`src/rtl/tcd_map.svh`:
```
// register offsets, field positions, reset values and timing for the terminal command decoder
`ifndef TCD_MAP_SVH
`define TCD_MAP_SVH

// ----------------------------------------------------------------
// register byte offsets and preset window select
// ----------------------------------------------------------------
`define TCD_REG_MODE    8'h00
`define TCD_REG_FILT    8'h04
`define TCD_REG_MAXF    8'h08
`define TCD_REG_SRC     8'h0c
`define TCD_REG_STAT    8'h10
`define TCD_REG_OUT     8'h14
`define TCD_REG_FUNC    8'h18
`define TCD_PRESET_SEL  2'h1

// ----------------------------------------------------------------
// reset values and filter time limit
// ----------------------------------------------------------------
`define TCD_MODE_RST    2'h0
`define TCD_FILT_RST    10'h00a
`define TCD_FILT_MAX    10'h3e8
`define TCD_MAXF_RST    16'h1388
`define TCD_SRC_RST     2'h0
`define TCD_PRESET_RST  16'h0000

// ----------------------------------------------------------------
// scaling, function codes and timing
// ----------------------------------------------------------------
`define TCD_PCT_FULL    32'd1000
`define TCD_FC_NONE     4'h0
`define TCD_FC_ONE      4'h1
`define TCD_FC_TWO      4'h2
`define TCD_FC_THREE    4'h3
`define TCD_MS_NS       1000000
`define TCD_CLK_NS      20

// ----------------------------------------------------------------
// status field positions
// ----------------------------------------------------------------
`define TCD_ST_RUN      16
`define TCD_ST_AHEAD    17
`define TCD_ST_BACK     18
`define TCD_ST_IDX      20
`define TCD_ST_RAMP     24
`define TCD_ST_MOTOR    26
`define TCD_ST_MODE     28

`endif

```
`src/rtl/tcd_pkg.sv`:
```
// types shared by the terminal command decoder
package tcd_pkg;

    typedef enum logic [1:0] {
        TCD_TWO_ONE   = 2'h0,
        TCD_TWO_TWO   = 2'h1,
        TCD_THREE_ONE = 2'h2,
        TCD_THREE_TWO = 2'h3
    } tcd_mode_e;

    typedef enum logic [2:0] {
        TCD_ST_STOP  = 3'b001,
        TCD_ST_AHEAD = 3'b010,
        TCD_ST_BACK  = 3'b100
    } tcd_run_e;

    typedef enum logic [1:0] {
        TCD_SRC_FREQ = 2'h0,
        TCD_SRC_PID  = 2'h1,
        TCD_SRC_VF   = 2'h2
    } tcd_src_e;

endpackage

```
`src/rtl/tcd_filter.sv`:
```
// synchroniser and debounce filter for the digital input terminals
`timescale 1ns/1ps
`default_nettype none

module tcd_filter #(
    parameter int WIDTH       = 12,
    parameter int TICK_CYCLES = 50000
) (
    // clock and reset
    input  wire logic             clk_sys,
    input  wire logic             srst,
    // filter time in milliseconds
    input  wire logic [9:0]       filt_ms,
    // raw pins and filtered levels
    input  wire logic [WIDTH-1:0] raw_in,
    output logic      [WIDTH-1:0] level_out
);

    logic [WIDTH-1:0] sync1_ff;
    logic [WIDTH-1:0] sync2_ff;
    logic [WIDTH-1:0] prev_ff;
    logic [WIDTH-1:0] level_ff;
    logic [16:0]      tick_cnt_ff;
    logic             tick;
    logic [9:0]       cnt_ff [WIDTH];

    // ----------------------------------------------------------------
    // two-stage synchroniser
    // ----------------------------------------------------------------
    always_ff @(posedge clk_sys) begin
        if (srst) begin
            sync1_ff <= '0;
            sync2_ff <= '0;
            prev_ff  <= '0;
        end else begin
            sync1_ff <= raw_in;
            sync2_ff <= sync1_ff;
            prev_ff  <= sync2_ff;
        end
    end

    // ----------------------------------------------------------------
    // millisecond tick; free running, so first step may be short
    // ----------------------------------------------------------------
    assign tick = (tick_cnt_ff == 17'(TICK_CYCLES - 1));

    always_ff @(posedge clk_sys) begin
        if (srst || tick) begin
            tick_cnt_ff <= '0;
        end else begin
            tick_cnt_ff <= tick_cnt_ff + 17'h00001;
        end
    end

    // ----------------------------------------------------------------
    // per-terminal stability timer
    // ----------------------------------------------------------------
    for (genvar i = 0; i < WIDTH; i++) begin : g_bit
        always_ff @(posedge clk_sys) begin
            if (srst) begin
                cnt_ff[i]   <= '0;
                level_ff[i] <= 1'b0;
            end else if (sync2_ff[i] != prev_ff[i]) begin
                cnt_ff[i] <= '0;
            end else if (sync2_ff[i] == level_ff[i]) begin
                cnt_ff[i] <= '0;
            end else if (cnt_ff[i] >= filt_ms) begin
                level_ff[i] <= sync2_ff[i];
                cnt_ff[i]   <= '0;
            end else if (tick) begin
                cnt_ff[i] <= cnt_ff[i] + 10'h001;
            end
        end
    end

    assign level_out = level_ff;

endmodule // tcd_filter

`default_nettype wire

```
`src/rtl/tcd_top.sv`:
```
// terminal command decoder: preset, ramp and motor selection, run commands, apb registers
// ----------------------------------------------------------------
// ----------------------------------------------------------------
//
// The implementer's own choices: the register addresses and the APB register port.
`timescale 1ns/1ps
`default_nettype none
`include "tcd_map.svh"

module tcd_top
    import tcd_pkg::*;
#(
    parameter int          CLK_PERIOD_NS = `TCD_CLK_NS,
    parameter int          MS_CYCLES     = `TCD_MS_NS / CLK_PERIOD_NS,
    parameter logic [15:0] MAXF_DEFAULT  = `TCD_MAXF_RST
) (
    // clock and reset
    input  wire logic        clk_sys,
    input  wire logic        srst,
    // apb slave
    input  wire logic        psel,
    input  wire logic        penable,
    input  wire logic        pwrite,
    input  wire logic [7:0]  paddr,
    input  wire logic [31:0] pwdata,
    output logic             pready,
    output logic      [31:0] prdata,
    output logic             pslverr,
    // terminal pins
    input  wire logic        digital_input_one,
    input  wire logic        digital_input_two,
    input  wire logic        digital_input_three,
    input  wire logic        switch_one,
    input  wire logic        switch_two,
    input  wire logic        switch_three,
    input  wire logic        switch_four,
    input  wire logic        ramp_term_one,
    input  wire logic        ramp_term_two,
    input  wire logic        motor_term_one,
    input  wire logic        motor_term_two,
    input  wire logic        mode_switch_term,
    // run command
    output logic             forward_run,
    output logic             reverse_run,
    // selections
    output logic      [3:0]  preset_index,
    output logic      [1:0]  ramp_select,
    output logic      [1:0]  motor_select,
    // reference outputs
    output logic      [15:0] freq_reference,
    output logic      [15:0] pid_setpoint,
    output logic      [15:0] vf_voltage_ref
);

    // ----------------------------------------------------------------
    // declarations
    // ----------------------------------------------------------------
    logic [1:0]  mode_cfg_ff;
    logic [9:0]  filt_ms_ff;
    logic [15:0] maxf_ff;
    logic [1:0]  src_ff;
    logic [15:0] preset_ff [16];
    logic [31:0] prdata_ff;
    logic        err_ff;
    logic [11:0] raw_vec;
    logic [11:0] lvl;
    logic [11:0] lvl_prev_ff;
    logic        in_one;
    logic        in_two;
    logic        in_three;
    logic        rise_one;
    logic        rise_two;
    tcd_mode_e   mode_eff;
    tcd_mode_e   mode_prev_ff;
    tcd_run_e    run_ff;
    tcd_run_e    nxt_run;
    logic        nxt_ahead;
    logic        nxt_back;
    logic        ahead_ff;
    logic        back_ff;
    logic [3:0]  idx_ff;
    logic [1:0]  ramp_ff;
    logic [1:0]  motor_ff;
    logic [15:0] freq_ff;
    logic [15:0] pid_ff;
    logic [15:0] vf_ff;
    logic        wr_en;
    logic        setup;
    logic        is_preset;

    // ----------------------------------------------------------------
    // helpers
    // ----------------------------------------------------------------
    function automatic logic [15:0] scale_pct(input logic [15:0] pct, input logic [15:0] full);
        logic [31:0] prod;
        prod = 32'(pct) * 32'(full);
        return 16'(prod / `TCD_PCT_FULL);
    endfunction

    function automatic logic mapped(input logic [7:0] a);
        return (a[7:6] == `TCD_PRESET_SEL) || (a == `TCD_REG_MODE) || (a == `TCD_REG_FILT)
            || (a == `TCD_REG_MAXF) || (a == `TCD_REG_SRC) || (a == `TCD_REG_STAT)
            || (a == `TCD_REG_OUT) || (a == `TCD_REG_FUNC);
    endfunction

    // ----------------------------------------------------------------
    // input filter
    // ----------------------------------------------------------------
    assign raw_vec = {mode_switch_term, motor_term_two, motor_term_one, ramp_term_two, ramp_term_one,
                      switch_four, switch_three, switch_two, switch_one,
                      digital_input_three, digital_input_two, digital_input_one};

    tcd_filter #(
        .WIDTH       (12),
        .TICK_CYCLES (MS_CYCLES)
    ) u_filter (
        .clk_sys   (clk_sys),
        .srst      (srst),
        .filt_ms   (filt_ms_ff),
        .raw_in    (raw_vec),
        .level_out (lvl)
    );

    assign in_one   = lvl[0];
    assign in_two   = lvl[1];
    assign in_three = lvl[2];

    always_ff @(posedge clk_sys) begin
        if (srst) begin
            lvl_prev_ff <= '0;
        end else begin
            lvl_prev_ff <= lvl;
        end
    end

    // edges, not levels, so a held button acts once
    assign rise_one = in_one & ~lvl_prev_ff[0];
    assign rise_two = in_two & ~lvl_prev_ff[1];

    // ----------------------------------------------------------------
    // apb slave: zero wait states, read data caught in setup
    // ----------------------------------------------------------------
    assign setup     = psel & ~penable;
    assign wr_en     = psel & penable & pwrite & mapped(paddr);
    assign is_preset = (paddr[7:6] == `TCD_PRESET_SEL);
    assign pready    = 1'b1;
    assign prdata    = prdata_ff;
    assign pslverr   = psel & penable & err_ff;

    always_ff @(posedge clk_sys) begin
        if (srst) begin
            prdata_ff <= '0;
            err_ff    <= 1'b0;
        end else if (setup) begin
            err_ff    <= ~mapped(paddr);
            prdata_ff <= '0;
            if (is_preset) begin
                prdata_ff <= {16'h0000, preset_ff[paddr[5:2]]};
            end else begin
                case (paddr)
                    `TCD_REG_MODE: prdata_ff <= {30'h0, mode_cfg_ff};
                    `TCD_REG_FILT: prdata_ff <= {22'h0, filt_ms_ff};
                    `TCD_REG_MAXF: prdata_ff <= {16'h0000, maxf_ff};
                    `TCD_REG_SRC:  prdata_ff <= {30'h0, src_ff};
                    `TCD_REG_STAT: begin
                        prdata_ff[11:0]                       <= lvl;
                        prdata_ff[`TCD_ST_RUN]                <= ahead_ff | back_ff;
                        prdata_ff[`TCD_ST_AHEAD]              <= ahead_ff;
                        prdata_ff[`TCD_ST_BACK]               <= back_ff;
                        prdata_ff[`TCD_ST_IDX+3:`TCD_ST_IDX]     <= idx_ff;
                        prdata_ff[`TCD_ST_RAMP+1:`TCD_ST_RAMP]   <= ramp_ff;
                        prdata_ff[`TCD_ST_MOTOR+1:`TCD_ST_MOTOR] <= motor_ff;
                        prdata_ff[`TCD_ST_MODE+1:`TCD_ST_MODE]   <= mode_eff;
                    end
                    `TCD_REG_OUT:  prdata_ff <= {16'h0000, preset_ff[idx_ff]};
                    `TCD_REG_FUNC: begin
                        prdata_ff[3:0] <= `TCD_FC_ONE;
                        prdata_ff[7:4] <= `TCD_FC_TWO;
                        prdata_ff[11:8] <= mode_eff[1] ? `TCD_FC_THREE : `TCD_FC_NONE;
                    end
                    default:       prdata_ff <= '0;
                endcase
            end
        end
    end

    // ----------------------------------------------------------------
    // configuration registers
    // ----------------------------------------------------------------
    always_ff @(posedge clk_sys) begin
        if (srst) begin
            mode_cfg_ff <= `TCD_MODE_RST;
            filt_ms_ff  <= `TCD_FILT_RST;
            maxf_ff     <= MAXF_DEFAULT;
            src_ff      <= `TCD_SRC_RST;
        end else if (wr_en && !is_preset) begin
            case (paddr)
                `TCD_REG_MODE: mode_cfg_ff <= pwdata[1:0];
                // clamp keeps the timer within one second
                `TCD_REG_FILT: filt_ms_ff <= (pwdata[31:0] > 32'(`TCD_FILT_MAX)) ?
                                             `TCD_FILT_MAX : pwdata[9:0];
                `TCD_REG_MAXF: maxf_ff <= pwdata[15:0];
                `TCD_REG_SRC:  src_ff <= (pwdata[1:0] == 2'h3) ? src_ff : pwdata[1:0];
                default:       mode_cfg_ff <= mode_cfg_ff;
            endcase
        end
    end

    always_ff @(posedge clk_sys) begin
        if (srst) begin
            for (int i = 0; i < 16; i++) begin
                preset_ff[i] <= `TCD_PRESET_RST;
            end
        end else if (wr_en && is_preset) begin
            preset_ff[paddr[5:2]] <= pwdata[15:0];
        end
    end

    // ----------------------------------------------------------------
    // selection decode
    // ----------------------------------------------------------------
    always_ff @(posedge clk_sys) begin
        if (srst) begin
            idx_ff   <= '0;
            ramp_ff  <= '0;
            motor_ff <= '0;
        end else begin
            idx_ff   <= {lvl[6], lvl[5], lvl[4], lvl[3]};
            ramp_ff  <= {lvl[8], lvl[7]};
            motor_ff <= {lvl[10], lvl[9]};
        end
    end

    assign preset_index = idx_ff;
    assign ramp_select  = ramp_ff;
    assign motor_select = motor_ff;

    // ----------------------------------------------------------------
    // preset routing; unused destinations read zero
    // ----------------------------------------------------------------
    always_ff @(posedge clk_sys) begin
        if (srst) begin
            freq_ff <= '0;
            pid_ff  <= '0;
            vf_ff   <= '0;
        end else begin
            freq_ff <= (src_ff == TCD_SRC_FREQ) ? scale_pct(preset_ff[idx_ff], maxf_ff) : 16'h0000;
            pid_ff  <= (src_ff == TCD_SRC_PID) ? preset_ff[idx_ff] : 16'h0000;
            vf_ff   <= (src_ff == TCD_SRC_VF) ? preset_ff[idx_ff] : 16'h0000;
        end
    end

    assign freq_reference = freq_ff;
    assign pid_setpoint   = pid_ff;
    assign vf_voltage_ref = vf_ff;

    // ----------------------------------------------------------------
    // command mode
    // ----------------------------------------------------------------
    always_comb begin
        mode_eff = tcd_mode_e'(mode_cfg_ff);
        if (mode_cfg_ff == TCD_TWO_ONE && lvl[11]) begin
            mode_eff = TCD_THREE_ONE;
        end
    end

    always_ff @(posedge clk_sys) begin
        if (srst) begin
            mode_prev_ff <= TCD_TWO_ONE;
        end else begin
            mode_prev_ff <= mode_eff;
        end
    end

    // ----------------------------------------------------------------
    // latched run state for three-line modes
    // ----------------------------------------------------------------
    always_comb begin
        nxt_run = run_ff;
        if (!mode_eff[1] || mode_eff != mode_prev_ff || !in_three) begin
            nxt_run = TCD_ST_STOP;
        end else begin
            case (mode_eff)
                TCD_THREE_ONE: begin
                    // simultaneous presses leave the state alone
                    if (rise_one && !rise_two) begin
                        nxt_run = TCD_ST_AHEAD;
                    end else if (rise_two && !rise_one) begin
                        nxt_run = TCD_ST_BACK;
                    end
                end
                TCD_THREE_TWO: begin
                    if (rise_one) begin
                        nxt_run = TCD_ST_AHEAD;
                    end
                end
                default: nxt_run = TCD_ST_STOP;
            endcase
        end
    end

    always_ff @(posedge clk_sys) begin
        if (srst) begin
            run_ff <= TCD_ST_STOP;
        end else begin
            run_ff <= nxt_run;
        end
    end

    // ----------------------------------------------------------------
    // run command outputs
    // ----------------------------------------------------------------
    always_comb begin
        nxt_ahead = 1'b0;
        nxt_back  = 1'b0;
        case (mode_eff)
            TCD_TWO_ONE: begin
                nxt_ahead = in_one & ~in_two;
                nxt_back  = in_two & ~in_one;
            end
            TCD_TWO_TWO: begin
                nxt_ahead = in_one & ~in_two;
                nxt_back  = in_one & in_two;
            end
            TCD_THREE_ONE: begin
                nxt_ahead = (nxt_run == TCD_ST_AHEAD);
                nxt_back  = (nxt_run == TCD_ST_BACK);
            end
            TCD_THREE_TWO: begin
                // direction follows the live level while running
                nxt_ahead = (nxt_run == TCD_ST_AHEAD) & ~in_two;
                nxt_back  = (nxt_run == TCD_ST_AHEAD) & in_two;
            end
            default: begin
                nxt_ahead = 1'b0;
                nxt_back  = 1'b0;
            end
        endcase
    end

    always_ff @(posedge clk_sys) begin
        if (srst) begin
            ahead_ff <= 1'b0;
            back_ff  <= 1'b0;
        end else begin
            ahead_ff <= nxt_ahead;
            back_ff  <= nxt_back;
        end
    end

    assign forward_run = ahead_ff;
    assign reverse_run = back_ff;

endmodule // tcd_top

`default_nettype wire

```
`config.mk`:
```
export PLATFORM = sky130hd
export DESIGN_NAME = tcd_top
export DESIGN_NICKNAME = d
export VERILOG_FILES = /design/src/rtl/tcd_pkg.sv /design/src/rtl/tcd_filter.sv /design/src/rtl/tcd_top.sv
export VERILOG_INCLUDE_DIRS = /design/src /design/src/rtl
export SDC_FILE = /design/constraint.sdc
export NUM_CORES = 2
export LEC_CHECK = 0
export ABC_AREA = 1
export BUFFER_PORTS_ARGS = -buffer_cell sky130_fd_sc_hd__buf_2
export CORE_ASPECT_RATIO = 0.8
export CORE_MARGIN = 5
export CORE_UTILIZATION = 55
export CTS_CLUSTER_SIZE = 16
export DETAILED_ROUTE_END_ITERATION = 12
export GPL_ROUTABILITY_DRIVEN = 0
export PLACE_DENSITY_LB_ADDON = 0.2
export SLEW_MARGIN = 20
export SYNTH_ARGS = -nofsm -noshare
export SYNTH_HDL_FRONTEND = slang
export SYNTH_SLANG_ARGS = --single-unit
```
`constraint.sdc`:
```
create_clock -name clk_sys -period 15.33 [get_ports clk_sys]
set_input_delay 3.066 -clock clk_sys [delete_from_list [all_inputs] [get_ports clk_sys]]
set_output_delay 3.066 -clock clk_sys [all_outputs]
set_load 0.01 [all_outputs]
```
==> impl_metrics.env <==
export IMPL_crit_family="simple AND/OR/NAND/NOR gates"
export IMPL_worst_path_buf_inv=18
export IMPL_dr_pass1_iters=6
export IMPL_placementRows=91
export IMPL_grt_pass1_wl_um=207000
export IMPL_wl_met2_um=59300
export IMPL_reg2reg_slack_ns=-2.61
export IMPL_r2r_start="preset_index[0]"
export IMPL_syn_area_mm2=0.0429
export IMPL_grt_usage_pct=31.0
export IMPL_violations="negative setup slack"
export IMPL_regArea_mm2=0.0151
export IMPL_dp_cells=6751
export IMPL_critPathCaptureType="flop"
export IMPL_path_class="flop to flop"
export IMPL_htreeDepth=2
export IMPL_wl_met1_um=54900
export IMPL_postCtsHoldBufs=0
export IMPL_cp_slowest_cell="fa_1"
export IMPL_relSlewSlack_pct=23.4
export IMPL_grt_pass1_vias=38300
export IMPL_crit_top_cell="nand2_4"
export IMPL_drtIter0Drc=4877
export IMPL_multi_input_area_mm2=0.0263
export IMPL_synth_warnings=0
export IMPL_final_net_count=6387
export IMPL_cts_root_buf="clkbuf_16"
export IMPL_ant_nets=0
export IMPL_max_stage_delay_ns=0.58
export IMPL_ios=149
export IMPL_fin_crit_ns=17.94
export IMPL_critPathMaxFanout=23
export IMPL_dieWidth_um=322
export IMPL_r2r_end="freq_reference[0]"
export IMPL_ys_seq_elements=566
export IMPL_yosysSeqAreaShare_pct=35.2
export IMPL_worst_slack_ns=-2.61
export IMPL_clockBufferDepth=3
export IMPL_synth_async_reset_ratio_pct=0
export IMPL_startpoint_type="flop"
export IMPL_synthCells=5267
export IMPL_maxCapViolations=0
export IMPL_met3_length_um=19000
export IMPL_drt_wirelength_per_cell_um=19.7
export IMPL_pre_cts_slack_ns=-2.26
export IMPL_worst_clock_skew_ns=0.0412
export IMPL_synth_cell_types=72
export IMPL_core_mm2=0.0772
export IMPL_rsz0062_at_grt="yes"
export IMPL_final_max_slew_viol_count=0
export IMPL_drive_gt1_share_pct=27.1
export IMPL_worst_ep_arrival_time_ns=18.45
export IMPL_overflow=0
export IMPL_top_layer="met5"
export IMPL_grt_max_degree=67
export IMPL_synth_ff_type="edfxtp_1"
export IMPL_dp_hpwl_um=96000
export IMPL_vias_per_cell=5.76
export IMPL_worstPathRequired_ns=15.83
export IMPL_setup_viol=6
export IMPL_min_to="u_filter.sync2_ff[7]"
export IMPL_synth_edf_count=376
export IMPL_fin_cells=6972
export IMPL_hold_class="flop to flop"
export IMPL_drcViolationCount=0
export IMPL_port_buffers=144
export IMPL_antenna_found_initial=2
export IMPL_cts_tree="yes"
export IMPL_layout_common_cells="740 x nor2_1, 733 x nand2_1, 667 x inv_1, 558 x buf_4, 376 x edfxtp_1"
export IMPL_insertion_delay_ns=0.66
export IMPL_cts_buffers_inserted=57
export IMPL_dieArea_mm2=0.0837
export IMPL_n_fill_cell=5903
export IMPL_final_common_cell="nor2_1"
export IMPL_reg2regPathDepth=138
export IMPL_syn_avg_cell_area_um2=8.14
export IMPL_hold_viol_final=0
export IMPL_max_freq_mhz=55.7
export IMPL_worst_slew_pin_slew_ns=1.15
export IMPL_clock_sinks=566
export IMPL_fin_crit_sh_pct=117
export IMPL_path_clk_slew_ns=0.07
export IMPL_routed_via_count=40200
export IMPL_hold_depth=2
export IMPL_hold_start="u_filter.sync1_ff[7]"
export IMPL_die_h_um=260
export IMPL_syn2layout_area_growth_pct=25.7
export IMPL_outcome="finished, violations left"
export IMPL_start_util_pct=55.6
export IMPL_wirelength_um=137000
==> cells in the mapped netlist, types with 8 or more instances <==
cell | n | area, um2
nand3_1 | 244 | 1220
o21bai_1 | 13 | 97.6
fa_1 | 194 | 3880
buf_1 | 29 | 109
o211ai_1 | 139 | 1040
o21ai_2 | 8 | 70.1
nand3_4 | 11 | 193
a22oi_1 | 63 | 473
dfxtp_1 | 190 | 3800
nand2_4 | 49 | 552
o221ai_1 | 15 | 131
nor2_1 | 794 | 2980
nand4_1 | 42 | 263
o21ai_0 | 227 | 1140
a41oi_1 | 12 | 105
xnor2_1 | 29 | 254
ha_1 | 237 | 2970
a21oi_1 | 191 | 956
inv_1 | 704 | 2640
nand2_1 | 840 | 3150
xor2_1 | 73 | 639
nor3_1 | 55 | 275
nand3_2 | 42 | 420
a21oi_2 | 15 | 131
nor2_2 | 34 | 213
clkinv_1 | 29 | 109
nor2_4 | 15 | 169
a21boi_0 | 14 | 105
edfxtp_1 | 376 | 11300
nor3b_1 | 26 | 195
inv_2 | 39 | 146
o22ai_1 | 14 | 87.6
nand2_2 | 131 | 820
nor4_1 | 8 | 50.1
o21a_1 | 69 | 518
o21ai_1 | 28 | 140
clkbuf_1 | 167 | 627
==> through the flow <==
step	utilization [%]	area, um2	TNS [ns]	hold slack, ns
2_1_floorplan	-	43600	-1.20	0.388
3_3_place_gp	63.3	48900	-6.02	0.389
3_5_place_dp	63.3	48900	-8.30	0.398
4_1_cts	67.5	52100	-6.92	0.407
5_1_grt	69.8	53900	-16.14	0.430
6_report	69.8	53900	-10.31	0.406
==> registers in the layout, summed over array words and instances, names as in the netlist, 10 cells and up <==
| register | count |
|---|---|
| u_filter.tick_cnt_ff | 17 |
| u_filter.sync1_ff | 12 |
| filt_ms_ff | 10 |
| u_filter.cnt_ff | 120 |
| preset_ff | 256 |
| pid_setpoint | 16 |
| u_filter.level_out | 12 |
| freq_reference | 16 |
| vf_voltage_ref | 16 |
| u_filter.prev_ff | 12 |
| prdata | 29 |
| maxf_ff | 16 |
| u_filter.sync2_ff | 12 |
==> metal layers <==
metal / up-vias / track usage, %
li1: 18500 / -
met3: 333 / 10.0
met5: - / 1.64
met1: 19000 / 43.6
met4: 8 / 8.03
met2: 2279 / 46.5
==> worst min-delay path: stages, from the launching register on <==
cell,delay (ns)
dfxtp_1,0.30
inv_1,0.04
nor2_1,0.03
==> cell type report <==
| cell class | instances | area share, % |
|---|---|---|
| clock buffers | 86 | 3.16 |
| flip-flops and latches | 566 | 28.0 |
| inverters | 783 | 5.70 |
| well taps | 1023 | 2.37 |
| repair buffers | 769 | 11.3 |
| clock inverters | 22 | 0.525 |
| diodes | 1 | 0.00464 |
| repair inverters | 2 | 0.0209 |
| multi-input cells | 3720 | 48.9 |
==> worst max path at each step <==
| stage | startpoint | endpoint | slack [ns] | cells past startpoint |
|---|---|---|---|---|
| 4_1_cts | preset_index[0] | freq_reference[0] | -1.97 | 150 |
| 5_1_grt | preset_index[0] | freq_reference[0] | -3.55 | 147 |
| 3_5_place_dp | preset_index[1] | freq_reference[0] | -2.26 | 143 |
| 3_3_place_gp | preset_index[1] | freq_reference[0] | -1.83 | 128 |
| 6_report | preset_index[0] | freq_reference[0] | -2.61 | 138 |
| 2_1_floorplan | preset_index[0] | freq_reference[0] | -0.73 | 146 |
==> cell families (layout without fill, tap and decap cells) <==
kind of cell,after synthesis,in the layout,synth area share [%]
adders and majority gates,431,431,16.0
and+or+nand+nor,2331,2331,25.4
AOI/OAI and AO/OA,850,850,12.6
buffers and inverters,983,1662,8.74
other,2,5,0.0175
DFF,566,566,35.2
xor gates and xnor gates,104,104,2.16
==> what timing repair did <==
action	CTS	global route
setup buffers	53	53
cloned	7	1
pin swaps	135	270
endpoints found under the hold margin	0	0
gates resized for setup	161	337
setup endpoints to repair	6	8
Power is left out: the tool's default activity adds up to more than one toggle a clock period on the data nets, which glitch-free logic cannot reach.
